## config.mk

```make
export PLATFORM = sky130hd
export DESIGN_NAME = bmlc_top
export DESIGN_NICKNAME = d
export VERILOG_FILES = /design/src/hw/bmlc_pkg.sv /design/src/hw/bmlc_top.sv /design/src/hw/bmlc_debounce.sv
export SDC_FILE = /design/constraint.sdc
export NUM_CORES = 1
export LEC_CHECK = 0
export BUFFER_PORTS_ARGS = -buffer_cell sky130_fd_sc_hd__buf_2
export CAP_MARGIN = 20
export CELL_PAD_IN_SITES_DETAIL_PLACEMENT = 1
export CELL_PAD_IN_SITES_GLOBAL_PLACEMENT = 1
export CORE_ASPECT_RATIO = 0.6
export CORE_MARGIN = 5
export CORE_UTILIZATION = 40
export CTS_BUF_LIST = sky130_fd_sc_hd__clkbuf_16
export CTS_CLUSTER_DIAMETER = 40
export CTS_CLUSTER_SIZE = 40
export DETAILED_ROUTE_END_ITERATION = 16
export PLACE_DENSITY = 0.79
export SLEW_MARGIN = 20
export SYNTH_ARGS = -nofsm -noshare
export SYNTH_HDL_FRONTEND = slang
export SYNTH_SLANG_ARGS = --single-unit
```

## constraint.sdc

```tcl
create_clock -name clk_i -period 3.8 [get_ports clk_i]
set_input_delay 0.95 -clock clk_i [delete_from_list [all_inputs] [get_ports clk_i]]
set_output_delay 0.95 -clock clk_i [all_outputs]
set_load 0.02 [all_outputs]
```

## src/hw/bmlc_pkg.sv

```systemverilog
package bmlc_pkg;
    localparam int unsigned CLK_HZ      = 40_000_000;
    localparam int unsigned MS_CYC      = CLK_HZ / 1000;
    localparam int unsigned DEB_TIME_US = 5;
    localparam int unsigned DEB_CYC     = DEB_TIME_US * (CLK_HZ / 1_000_000);
    localparam logic [7:0]  DEB_LAST    = 8'(DEB_CYC - 1);
    localparam int unsigned STORE_HOLD_S = 5;
    localparam logic [12:0] STORE_HOLD_MS = 13'(STORE_HOLD_S * 1000);
    localparam logic [12:0] FACT_HOLD_MS  = 13'h0BB8;
    localparam logic [12:0] HEART_MS      = 13'h07D0;
    localparam logic [12:0] BOOT_MS       = 13'h0032;
    localparam int unsigned BLINK_BIT     = 6;

    localparam logic [7:0] ADDR_CTRL    = 8'h00;
    localparam logic [7:0] ADDR_TMO     = 8'h04;
    localparam logic [7:0] ADDR_POS_FWD = 8'h08;
    localparam logic [7:0] ADDR_POS_MID = 8'h0C;
    localparam logic [7:0] ADDR_POS_REV = 8'h10;
    localparam logic [7:0] ADDR_STAT    = 8'h14;
    localparam logic [7:0] ADDR_ENC     = 8'h18;

    localparam logic [4:0]  CTRL_RST = 5'h14;
    localparam logic [19:0] TMO_RST  = 20'h00000;
    localparam logic [31:0] POS_RST  = 32'h00000000;

    typedef enum logic [1:0] {
        ENC_NONE   = 2'h0,
        ENC_SINGLE = 2'h1,
        ENC_DUAL   = 2'h2
    } bmlc_enc_e;

    // Packed to match control register bits 4..0
    typedef struct packed {
        logic      mid_conn;
        logic      mid_func;
        bmlc_enc_e enc;
        logic      semi;
    } bmlc_cfg_s;

    typedef enum logic [1:0] {
        MS_IDLE   = 2'b00,
        MS_MANUAL = 2'b01,
        MS_AUTO   = 2'b11
    } bmlc_mot_e;

    typedef enum logic [1:0] {
        TG_FWD = 2'h0,
        TG_MID = 2'h1,
        TG_REV = 2'h2
    } bmlc_tgt_e;

    typedef enum logic [2:0] {
        FR_BOOT   = 3'b000,
        FR_BLINK  = 3'b001,
        FR_STEADY = 3'b011,
        FR_HEART  = 3'b010,
        FR_RUN    = 3'b110
    } bmlc_fr_e;
endpackage

```

## src/hw/bmlc_top.sv

```systemverilog
`timescale 1ns/1ps
`default_nettype none
module bmlc_top #(
    parameter int unsigned MS_CYC = bmlc_pkg::MS_CYC
) (
    input  wire logic        clk_i,
    input  wire logic        rst_i,
    input  wire logic        ce_i,
    input  wire logic        psel_i,
    input  wire logic        penable_i,
    input  wire logic        pwrite_i,
    input  wire logic [7:0]  paddr_i,
    input  wire logic [31:0] pwdata_i,
    output logic [31:0]      prdata_o,
    output logic             pready_o,
    output logic             pslverr_o,
    input  wire logic        common_button_i,
    input  wire logic        reverse_store_button_i,
    input  wire logic        middle_store_button_i,
    input  wire logic        forward_store_button_i,
    input  wire logic        ext_fwd_i,
    input  wire logic        ext_back_i,
    input  wire logic        move_fwd_i,
    input  wire logic        move_mid_i,
    input  wire logic        move_rev_i,
    input  wire logic        limit_fwd_i,
    input  wire logic        limit_mid_i,
    input  wire logic        limit_rev_i,
    input  wire logic        encoder_channel_a_i,
    input  wire logic        encoder_channel_b_i,
    output logic             motor_fwd_o,
    output logic             motor_rev_o,
    output logic             led_green_o,
    output logic             restart_o
);

    logic [11:0] raw;
    logic [11:0] db;
    assign raw = {move_rev_i, move_mid_i, move_fwd_i, ext_back_i, ext_fwd_i,
                  limit_rev_i, limit_mid_i, limit_fwd_i,
                  reverse_store_button_i, middle_store_button_i,
                  forward_store_button_i, common_button_i};
    genvar d;
    generate
        for (d = 0; d < 12; d++)
        begin : g_deb
            bmlc_debounce u_deb (
                .clk_i   (clk_i),
                .rst_i   (rst_i),
                .ce_i    (ce_i),
                .raw_i   (raw[d]),
                .level_o (db[d])
            );
        end
    endgenerate

    wire       common_db = db[0];
    wire [2:0] st_btn    = db[3:1];
    wire       lim_fwd   = db[4];
    wire       lim_mid   = db[5];
    wire       lim_rev   = db[6];
    wire       ext_fwd   = db[7];
    wire       ext_back  = db[8];
    wire [2:0] mv_btn    = db[11:9];

    bmlc_pkg::bmlc_cfg_s cfg;
    bmlc_pkg::bmlc_mot_e st;
    bmlc_pkg::bmlc_mot_e next_st;
    bmlc_pkg::bmlc_tgt_e tgt;
    bmlc_pkg::bmlc_tgt_e next_tgt;
    bmlc_pkg::bmlc_fr_e  fr_st;
    bmlc_pkg::bmlc_fr_e  next_fr;
    logic                dir_fwd;
    logic                next_dir;
    logic [19:0]         tmo;
    logic [19:0]         run_ms;
    logic                tmo_flag;
    logic [15:0]         pre;
    logic [12:0]         fr_ms;
    logic [2:0]          mv_prev;
    logic signed [31:0]  enc_pos;
    logic signed [31:0]  pos_set [3];
    logic [2:0]          stored;
    logic [2:0]          store_pulse;
    logic [2:0]          held_done;
    logic                enc_a;
    logic                enc_b;
    logic                enc_a_p;
    logic                enc_b_p;

    wire ms_tick = pre == 16'(MS_CYC - 1);
    wire fr_run  = fr_st == bmlc_pkg::FR_RUN;
    wire dual    = cfg.enc == bmlc_pkg::ENC_DUAL;
    wire toggle  = !cfg.mid_conn && !dual && cfg.semi && cfg.mid_func;
    wire [2:0] mv_rise = mv_btn & ~mv_prev;

    wire at_fwd = lim_fwd | (dual & stored[0] & (enc_pos >= pos_set[0]));
    wire at_rev = lim_rev | (dual & stored[2] & (enc_pos <= pos_set[2]));
    wire at_mid = (cfg.mid_conn & lim_mid) | (dual & stored[1] &
                  (dir_fwd ? enc_pos >= pos_set[1] : enc_pos <= pos_set[1]));

    wire man_fwd = ext_fwd | (common_db & st_btn[0]);
    wire man_rev = ext_back | (common_db & st_btn[2]);

    // middle start from an end limit, or from a stored middle position with dual encoder
    wire mid_from_lim = lim_fwd | lim_rev;
    wire mid_cmp_ok   = dual & stored[1] & (enc_pos != pos_set[1]);
    wire mid_ok       = cfg.mid_func & (mid_cmp_ok | mid_from_lim);
    wire mid_dir      = mid_cmp_ok ? (pos_set[1] > enc_pos) : lim_rev;
    wire bmlc_pkg::bmlc_tgt_e mid_tgt = !toggle ? bmlc_pkg::TG_MID :
                                        lim_rev ? bmlc_pkg::TG_FWD :
                                                  bmlc_pkg::TG_REV;

    wire auto_req = cfg.semi & (mv_rise[0] | mv_rise[2] |
                                (mv_rise[1] & mid_ok));
    wire auto_dir = mv_rise[0] ? 1'b1 : mv_rise[2] ? 1'b0 : mid_dir;
    wire bmlc_pkg::bmlc_tgt_e auto_tgt = mv_rise[0] ? bmlc_pkg::TG_FWD :
                                         mv_rise[2] ? bmlc_pkg::TG_REV :
                                                      mid_tgt;
    wire auto_ok  = auto_dir ? !at_fwd : !at_rev;
    wire mid_stop = mv_rise[1] & !cfg.mid_func;
    wire tmo_hit  = (tmo != 20'h00000) && (run_ms >= tmo);
    wire end_hit  = dir_fwd ? at_fwd : at_rev;
    wire reached  = (tgt == bmlc_pkg::TG_MID) ? at_mid : end_hit;
    wire man_end  = dir_fwd ? (!man_fwd | at_fwd) : (!man_rev | at_rev);

    always_comb
    begin
        next_st  = st;
        next_dir = dir_fwd;
        next_tgt = tgt;
        case (st)
            bmlc_pkg::MS_IDLE:
            begin
                if (!fr_run)
                    next_st = bmlc_pkg::MS_IDLE;
                else if (man_fwd && !at_fwd && !tmo_flag)
                begin
                    next_st  = bmlc_pkg::MS_MANUAL;
                    next_dir = 1'b1;
                end
                else if (man_rev && !at_rev && !tmo_flag)
                begin
                    next_st  = bmlc_pkg::MS_MANUAL;
                    next_dir = 1'b0;
                end
                else if (auto_req && auto_ok)
                begin
                    next_st  = bmlc_pkg::MS_AUTO;
                    next_dir = auto_dir;
                    next_tgt = auto_tgt;
                end
            end
            bmlc_pkg::MS_MANUAL:
                if (man_end || tmo_hit)
                    next_st = bmlc_pkg::MS_IDLE;
            bmlc_pkg::MS_AUTO:
                if (reached || end_hit || tmo_hit || mid_stop)
                    next_st = bmlc_pkg::MS_IDLE;
            default:
                next_st = bmlc_pkg::MS_IDLE;
        endcase
    end

    wire fact_done = (fr_st == bmlc_pkg::FR_HEART) &&
                     (fr_ms >= bmlc_pkg::HEART_MS);

    always_comb
    begin
        next_fr = fr_st;
        case (fr_st)
            bmlc_pkg::FR_BOOT:
                if (common_db)
                    next_fr = bmlc_pkg::FR_BLINK;
                else if (fr_ms >= bmlc_pkg::BOOT_MS)
                    next_fr = bmlc_pkg::FR_RUN;
            bmlc_pkg::FR_BLINK:
                if (!common_db)
                    next_fr = bmlc_pkg::FR_RUN;
                else if (fr_ms >= bmlc_pkg::FACT_HOLD_MS)
                    next_fr = bmlc_pkg::FR_STEADY;
            bmlc_pkg::FR_STEADY:
                if (!common_db)
                    next_fr = bmlc_pkg::FR_HEART;
            bmlc_pkg::FR_HEART:
                if (fact_done)
                    next_fr = bmlc_pkg::FR_RUN;
            bmlc_pkg::FR_RUN:
                next_fr = bmlc_pkg::FR_RUN;
            default:
                next_fr = bmlc_pkg::FR_RUN;
        endcase
    end

    localparam int unsigned BLINK_LOW = bmlc_pkg::BLINK_BIT;
    wire heart_on = (fr_ms[9:8] == 2'h0) & ~fr_ms[BLINK_LOW];
    wire next_led = (next_fr == bmlc_pkg::FR_BLINK)  ? fr_ms[BLINK_LOW] :
                    (next_fr == bmlc_pkg::FR_STEADY) ? 1'b1 :
                    (next_fr == bmlc_pkg::FR_HEART)  ? heart_on :
                    (next_fr == bmlc_pkg::FR_RUN)    ?
                    ((|stored) & ~(|(held_done & st_btn))) : 1'b0;

    genvar k;
    generate
        for (k = 0; k < 3; k++)
        begin : g_store
            logic [12:0] hold_ms;
            wire pressing = st_btn[k] & ~common_db & dual & fr_run;
            assign held_done[k]   = hold_ms == bmlc_pkg::STORE_HOLD_MS;
            assign store_pulse[k] = pressing & ms_tick &
                (hold_ms == bmlc_pkg::STORE_HOLD_MS - 13'h0001);
            always_ff @(posedge clk_i)
            begin
                if (rst_i)
                    hold_ms <= 13'h0000;
                else if (ce_i)
                begin
                    if (!pressing && !st_btn[k])
                        hold_ms <= 13'h0000;
                    else if (pressing && ms_tick && !held_done[k])
                        hold_ms <= hold_ms + 13'h0001;
                end
            end
        end
    endgenerate

    // APB decode
    wire       acc    = psel_i & penable_i & pready_o;
    wire       wr_en  = acc & pwrite_i;
    wire       sel_ctrl = paddr_i == bmlc_pkg::ADDR_CTRL;
    wire       sel_tmo  = paddr_i == bmlc_pkg::ADDR_TMO;
    wire       sel_stat = paddr_i == bmlc_pkg::ADDR_STAT;
    wire       sel_enc  = paddr_i == bmlc_pkg::ADDR_ENC;
    wire [2:0] sel_pos  = {paddr_i == bmlc_pkg::ADDR_POS_REV,
                           paddr_i == bmlc_pkg::ADDR_POS_MID,
                           paddr_i == bmlc_pkg::ADDR_POS_FWD};
    wire       mapped = sel_ctrl | sel_tmo | sel_stat | sel_enc | (|sel_pos);
    wire [31:0] stat_word = {21'h000000, fr_st, st == bmlc_pkg::MS_AUTO,
                             tmo_flag, toggle, stored,
                             motor_rev_o, motor_fwd_o};
    wire [31:0] rd_word = sel_ctrl   ? {27'h0000000, cfg} :
                          sel_tmo    ? {12'h000, tmo} :
                          sel_pos[0] ? pos_set[0] :
                          sel_pos[1] ? pos_set[1] :
                          sel_pos[2] ? pos_set[2] :
                          sel_stat   ? stat_word :
                          sel_enc    ? enc_pos : 32'h00000000;
    wire enc_step = enc_a ^ enc_a_p ^ enc_b ^ enc_b_p;
    wire enc_up   = enc_a_p ^ enc_b;

    always_ff @(posedge clk_i)
    begin
        if (rst_i)
        begin
            pready_o  <= 1'b0;
            pslverr_o <= 1'b0;
            prdata_o  <= 32'h00000000;
        end
        else if (ce_i)
        begin
            pready_o  <= psel_i & penable_i & ~pready_o;
            pslverr_o <= psel_i & penable_i & ~pready_o & ~mapped;
            prdata_o  <= rd_word;
        end
    end

    always_ff @(posedge clk_i)
    begin
        if (rst_i || (ce_i && fact_done))
        begin
            cfg <= bmlc_pkg::bmlc_cfg_s'(bmlc_pkg::CTRL_RST);
            tmo <= bmlc_pkg::TMO_RST;
        end
        else if (ce_i && wr_en && sel_ctrl)
            cfg <= bmlc_pkg::bmlc_cfg_s'(pwdata_i[4:0]);
        else if (ce_i && wr_en && sel_tmo)
            tmo <= pwdata_i[19:0];
    end

    always_ff @(posedge clk_i)
    begin
        if (rst_i)
        begin
            stored <= 3'h0;
            for (int i = 0; i < 3; i++)
                pos_set[i] <= bmlc_pkg::POS_RST;
        end
        else if (ce_i)
        begin
            for (int i = 0; i < 3; i++)
                if (fact_done)
                begin
                    pos_set[i] <= bmlc_pkg::POS_RST;
                    stored[i]  <= 1'b0;
                end
                else if (store_pulse[i])
                begin
                    pos_set[i] <= enc_pos;
                    stored[i]  <= 1'b1;
                end
                else if (wr_en && sel_pos[i] && dual)
                begin
                    pos_set[i] <= pwdata_i;
                    stored[i]  <= 1'b1;
                end
        end
    end

    always_ff @(posedge clk_i)
    begin
        if (rst_i)
        begin
            st <= bmlc_pkg::MS_IDLE;
            tgt <= bmlc_pkg::TG_FWD;
            dir_fwd <= 1'b0;
            motor_fwd_o <= 1'b0;
            motor_rev_o <= 1'b0;
            fr_st <= bmlc_pkg::FR_BOOT;
            fr_ms <= 13'h0000;
            led_green_o <= 1'b0;
            restart_o <= 1'b0;
            pre <= 16'h0000;
            run_ms <= 20'h00000;
            tmo_flag <= 1'b0;
            mv_prev <= 3'h0;
            enc_a <= 1'b0;
            enc_b <= 1'b0;
            enc_a_p <= 1'b0;
            enc_b_p <= 1'b0;
            enc_pos <= 32'sh00000000;
        end
        else if (ce_i)
        begin
            st <= next_st;
            tgt <= next_tgt;
            dir_fwd <= next_dir;
            motor_fwd_o <= (next_st != bmlc_pkg::MS_IDLE) & next_dir;
            motor_rev_o <= (next_st != bmlc_pkg::MS_IDLE) & ~next_dir;
            fr_st <= next_fr;
            fr_ms <= (next_fr != fr_st) ? 13'h0000 :
                     fr_ms + {12'h000, ms_tick};
            led_green_o <= next_led;
            restart_o <= fact_done;
            pre <= ms_tick ? 16'h0000 : pre + 16'h0001;
            run_ms <= (st == bmlc_pkg::MS_IDLE) ? 20'h00000 :
                      run_ms + {19'h00000, ms_tick};
            tmo_flag <= tmo_hit | (tmo_flag & (man_fwd | man_rev) &
                        ~(st == bmlc_pkg::MS_IDLE & auto_req));
            mv_prev <= mv_btn;
            enc_a <= encoder_channel_a_i;
            enc_b <= encoder_channel_b_i;
            enc_a_p <= enc_a;
            enc_b_p <= enc_b;
            if (enc_step)
                enc_pos <= enc_up ? enc_pos + 32'sh00000001 :
                                    enc_pos - 32'sh00000001;
        end
    end
endmodule
`default_nettype wire

```

## src/hw/bmlc_debounce.sv

```systemverilog
`timescale 1ns/1ps
`default_nettype none
module bmlc_debounce (
    input  wire logic clk_i,
    input  wire logic rst_i,
    input  wire logic ce_i,
    input  wire logic raw_i,
    output logic      level_o
);
    logic       sync_a;
    logic       sync_b;
    logic [7:0] cnt;
    wire        differ = sync_b ^ level_o;

    always_ff @(posedge clk_i)
    begin
        if (rst_i)
        begin
            sync_a  <= 1'b0;
            sync_b  <= 1'b0;
            cnt     <= 8'h00;
            level_o <= 1'b0;
        end
        else if (ce_i)
        begin
            sync_a <= raw_i;
            sync_b <= sync_a;
            if (!differ)
                cnt <= 8'h00;
            else if (cnt == bmlc_pkg::DEB_LAST)
            begin
                cnt     <= 8'h00;
                level_o <= sync_b;
            end
            else
                cnt <= cnt + 8'h01;
        end
    end
endmodule
`default_nettype wire

```

* Yosys cells after proc, flatten, opt, wreduce, memory -nomap -nowiden
Memory sizes are Yosys's and may differ from the RTL's.
Cells that the tools add are included.
** Word-level totals
- Memories kept :: 1
- Register bits :: 334
- RAM bits :: 96
- Word-level logic and storage cells :: 465
- Bits of input ports :: 60
** Cells by class
- Equal/unequal tests :: 39
- $add $sub $neg :: 20
- Reductions and logical operators :: 87
- Bitwise gates (word level) :: 96
- Magnitude comparators :: 9
- Mux-type cells :: 133
** Memories
- pos_set :: words 3, width 32, read ports 3, clocked after Yosys merged registers in 0, wr ports 3, line bmlc_top.sv:82 : logic signed [31:0] pos_set [3];
** Operators by type and width (number)
- $mux 32 :: 17
- $mux 8 :: 24
- $add 8x1->8 const B :: 12
- $eq 8x8->1 const B :: 12
- $mux 13 :: 7
- $eq 13x13->1 const B :: 6
- $mux 1 :: 65
- $ge 32x32->1 :: 2
- $le 32x32->1 :: 2
- $and 1x1->1 :: 41
- $add 13x1->13 const B :: 3
- $reduce_and 3->1 :: 12
- $add 32x2->32 const B :: 1
- $gt 32x32->1 :: 1
- $ne 32x32->1 :: 1
- $sub 32x2->32 const B :: 1
- $logic_and 1x1->1 :: 29
- $or 1x1->1 :: 26
- $eq 8x5->1 const B :: 3
- $add 20x1->20 :: 1
- $ge 20x20->1 :: 1
- $mux 2 :: 10
- $mux 20 :: 1
- $reduce_bool 20->1 :: 1
- 32 further kinds :: 105

* Longest topological paths before layout
- Depth after elaboration :: 16
- Gate-level depth with buffers :: 13
- Depth with buffers taken out :: 13

* Modules after synthesis
From an unflattened synthesis, not the netlist that was laid out.
** Second synthesis, totals
- Cell total of the unflattened synthesis :: 2921
- Area, all modules :: 24815.0 µm²
** By module, submodules not included
- bmlc_top :: instances 1, sequential area each 6926.6 µm², area each 17968.5 µm², cells each 2081
- bmlc_debounce :: instances 12, sequential area each 220.2 µm², area each 570.5 µm², cells each 70

* Worst setup path after synthesis
Ideal clock, no wire load.
- Kind :: reg-to-reg
- From :: register enc_b
- To :: register enc_pos[31]
- Required time :: 3677 ps
- Setup time :: 123 ps
- Period minus slack after synthesis :: 3825 ps
- Data arrival time :: 3702 ps
- Slack :: -25 ps
- Buffers on the path :: 0
- Cell stages (with the launch flop) :: 13
- Path through :: dfxtp_1 xor2_1 inv_1 ha_1 a211o_1 a2111oi_4 nor2_2 a2111oi_4 o21ai_2 a41o_1 nand4_1 nand3_1 mux2_1
** Between the ends
- Word-level cells in the longest chain between the ends :: 3
- Elaborated cells between the ends (all ways) :: 5
** RTL lines
- start, declared :: line bmlc_top.sv:87 : logic enc_b;
- start signal, assigned :: line bmlc_top.sv:351 : enc_b <= encoder_channel_b_i;
- $xor 1x1->1 (2 in series) :: line bmlc_top.sv:248 : wire enc_step = enc_a ^ enc_a_p ^ enc_b ^ enc_b_p;
- $reduce_and 2->1 (no line)
- end signal, assigned :: line bmlc_top.sv:355 : enc_pos <= enc_up ? enc_pos + 32'sh00000001 :
- end, declared :: line bmlc_top.sv:81 : logic signed [31:0] enc_pos;
Several ways; a longest one is shown, not always the timed one.
A chain may end at the register's enable or synchronous reset.

* Worst setup path after layout
- From :: register enc_pos[27]
- To :: register motor_rev_o
** Between the ends
- Word-level cells in the longest chain between the ends :: 15
- Elaborated cells between the ends (all ways) :: 54
** RTL lines
- branches (longest 14 deep; another with $gt 32x32->1)
- $and 1x1->1 * :: line bmlc_top.sv:338 : motor_rev_o <= (next_st != bmlc_pkg::MS_IDLE) & ~next_dir;
- end signal, assigned :: line bmlc_top.sv:338
- end, declared :: line bmlc_top.sv:32 : output logic motor_rev_o,
Every way passes the cells marked *.

==> results.cfg <==
[synthesis]
yosysSeqAreaShare_pct = 40.45
synth_top_family_by_area = simple AND/OR/NAND/NOR gates
synth_fa_ha_area_share_pct = 9.023
synth_area_leaders = dfxtp_1, edfxtp_1, ha_1, nand2_1, nor2_1
synth_compound_area_share_pct = 16.58
synthFlopType = dfxtp_1
ys_ff_latch = 430
syn-num-nets = 2939
yosysTopAreaCellShare_pct = 28.26
netlist_instances = 2709
syn_avg_cell_area_um2 = 8.733
muxShareOfSynthArea_pct = 2.761
async_flop_share_pct = 0
synth_cell_types = 92
synth_edf_count = 96
mappedNetlistArea_mm2 = 0.02366
synth_simple_gate_area_share_pct = 20.08
synth.largest_area_cell = dfxtp_1
ys.warnings.count = 0
synth_xor_xnor_area_share_pct = 6.701

[critical_path]
r2r_cells = 12
worst_setup_path_start_kind = flip-flop
worst-path-max-fanout = 9
critPathCaptureType = flip-flop
path_class = flip-flop to flip-flop
cp.arrival_ns = 4.26
required_ns = 4.35

[clock_tree]
insertion_delay_ns = 0.64
cts_tree = yes
cts_buffers = 56
cts_buffer_depth = 3
cts_root_buf = clkbuf_16
h-tree-depth = 2
cts.sinks = 430
clk_pin_slew_ns = 0.06
ctsHoldBuffers = 0

[layout]
fillers = 6881
design_area_mm2 = 0.02753
most-common-layout-cells = dfxtp_1, nand2_1, nor2_1, a21oi_1, ha_1
final_common_cell = dfxtp_1
seq_area_mm2 = 0.009572
insertedDiodeCount = 0
nets = 3058
area_growth_pct = 16.36
multi_input_area_mm2 = 0.01313
drive_gt1_share_pct = 11.27
utilization_pct = 46.75

[timing]
skew_ns = 0.04102
grt_setup_unrepaired = no
maxSlewHeadroom_pct = 30.85
hold_slack_ns = 0.4530
worst_pin_slew_ns = 1.035
max_freq_mhz = 269.5
finalCritPeriodShare_pct = 97.65
final_hold_viol_count = 0
setup_slack_ns = 0.08949
drv_slew = 0
fin_crit_ns = 3.711
setup_viol = 0

[routing]
drt_iter0_markers = 1823
first_pass_iters = 7
viasPerCell = 5.830
wire_per_inst_um = 21.92
via_count = 21320
routed_wl_um = 80170
route.detailed.drc = 0
final_antenna_net_count = 0

[worst_hold_path]
hold_path.class = flip-flop to flip-flop
whs_path_depth = 1

[outcome]
status = finished, final reports clean

[floorplan]
io_pins = 98
rows = 69
die_h_um = 198.4
coreArea_mm2 = 0.05888
initial_utilization_pct = 40.18
die_w_um = 324.0
dieArea_mm2 = 0.06426

[place]
place_area_mm2 = 0.02541
dp_slack_ns = -0.02740
io_buffers = 97
place_hpwl_um = 58090
gp_congestion = 0.9319

[pwr]
power_density_mw_per_mm2 = 473.2
peakVddDrop_mv = 0.3156
cellLeakagePower_uw = 0.01082

[global_routing]
grtUsageTotal_pct = 24.36
grt_remaining_overflow = 0
grt_max_degree = 83
grt_use_met2_pct = 37.34
grt_pass1_vias = 22070
use_met3_pct = 7.149
antenna_found_initial = 1
met1_usage_pct = 34.04
grt_pass1_wl_um = 124700
grt.busiest_layer = met2

[job]
drv_cap = 0
==> layer usage <==
layer	share of wire, %	vias to the layer above
met3	9.6	111
met5	0	-
met4	2.1	0
met1	46	10590
met2	43	699
li1	-	9920
==> Yosys cell counts, drive strengths merged, types with 37 or more instances <==
library cell	instances
nand3	73
nor3	48
a21oi	220
mux2i	63
o21ai	82
clkbuf	83
xor2	102
nor2	323
nand4	80
ha	169
a21o	43
nand2	326
dfxtp	334
and3	37
edfxtp	96
a22o	66
xnor2	79
inv	158
==> where the power goes <==
part	switching [uW]	internal [uW]	total, uW
Combinational	1340	897	2240
Sequential	204	4790	4990
Clock	2450	3350	5800
==> what timing repair did <==
action	CTS	global route
setup buffers	2	1
gates resized for setup	0	5
setup endpoints to repair	1	6
pin swaps	0	2
==> registers in the layout, summed over array words and instances (netlist names), 2 cells and up <==
signal	flops
cfg	5
enc_pos	32
fr_ms	13
fr_st	3
g_deb.u_deb.cnt	96
g_deb.u_deb.level_o	12
g_deb.u_deb.sync_a	12
g_deb.u_deb.sync_b	12
g_store.hold_ms	39
mv_prev	3
pos_set	96
prdata_o	32
pre	16
run_ms	20
st	2
stored	3
tgt	2
tmo	20
==> cells by family after synthesis <==
kind of cell             count (synthesis)
multiplexers                            65
buffers and inverters                  271
AO/OA/AOI/OAI                          580
XOR/XNOR                               181
AND/OR/NAND/NOR                       1012
adder cells (fa/ha/maj)                170
flip-flops                             430
==> path summary, 6_finish.rpt <==
path	startpoint	end	slack, ns
hold reg to reg	prdata_o[20]	prdata_o[20]	0.45
setup / recovery	enc_pos[27]	motor_rev_o	0.09
hold / removal	prdata_o[20]	prdata_o[20]	0.45
setup reg to reg	enc_pos[27]	motor_rev_o	0.09
==> stage by stage <==
| step | total power (uW) | TNS (ns) | instances |
|---|---|---|---|
| 2_1_floorplan | 6496 | 0 | 2709 |
| 3_3_place_gp | 7132 | 0 | 3547 |
| 3_5_place_dp | 7226 | -0.02740 | 3547 |
| 4_1_cts | 13060 | 0 | 3655 |
| 5_1_grt | 13560 | 0 | 3657 |
| 6_report | 13030 | 0 | 3657 |
==> area by class of cell <==
class / instances / share of cell area (%)
Tap cell: 781 / 3.550
Clock inverter: 49 / 2.286
Sequential cell: 430 / 34.77
Timing Repair Buffer: 173 / 4.323
Clock buffer: 57 / 5.182
Inverter: 159 / 2.182
Multi-Input combinational cell: 2008 / 47.70
==> critical path, stage by stage (launching register included) <==
cell and delay (ns):
dfxtp_1 0.57, inv_1 0.10, ha_1 0.34, nand3_1 0.08, a21boi_0 0.08, o311ai_0 0.47, nand4b_1 0.37, a31oi_2 0.35
nor4b_2 0.13, o32a_1 0.37, or3_1 0.40, o311a_1 0.17, o32ai_2 0.20
Power figures use the tool's default switching activity.
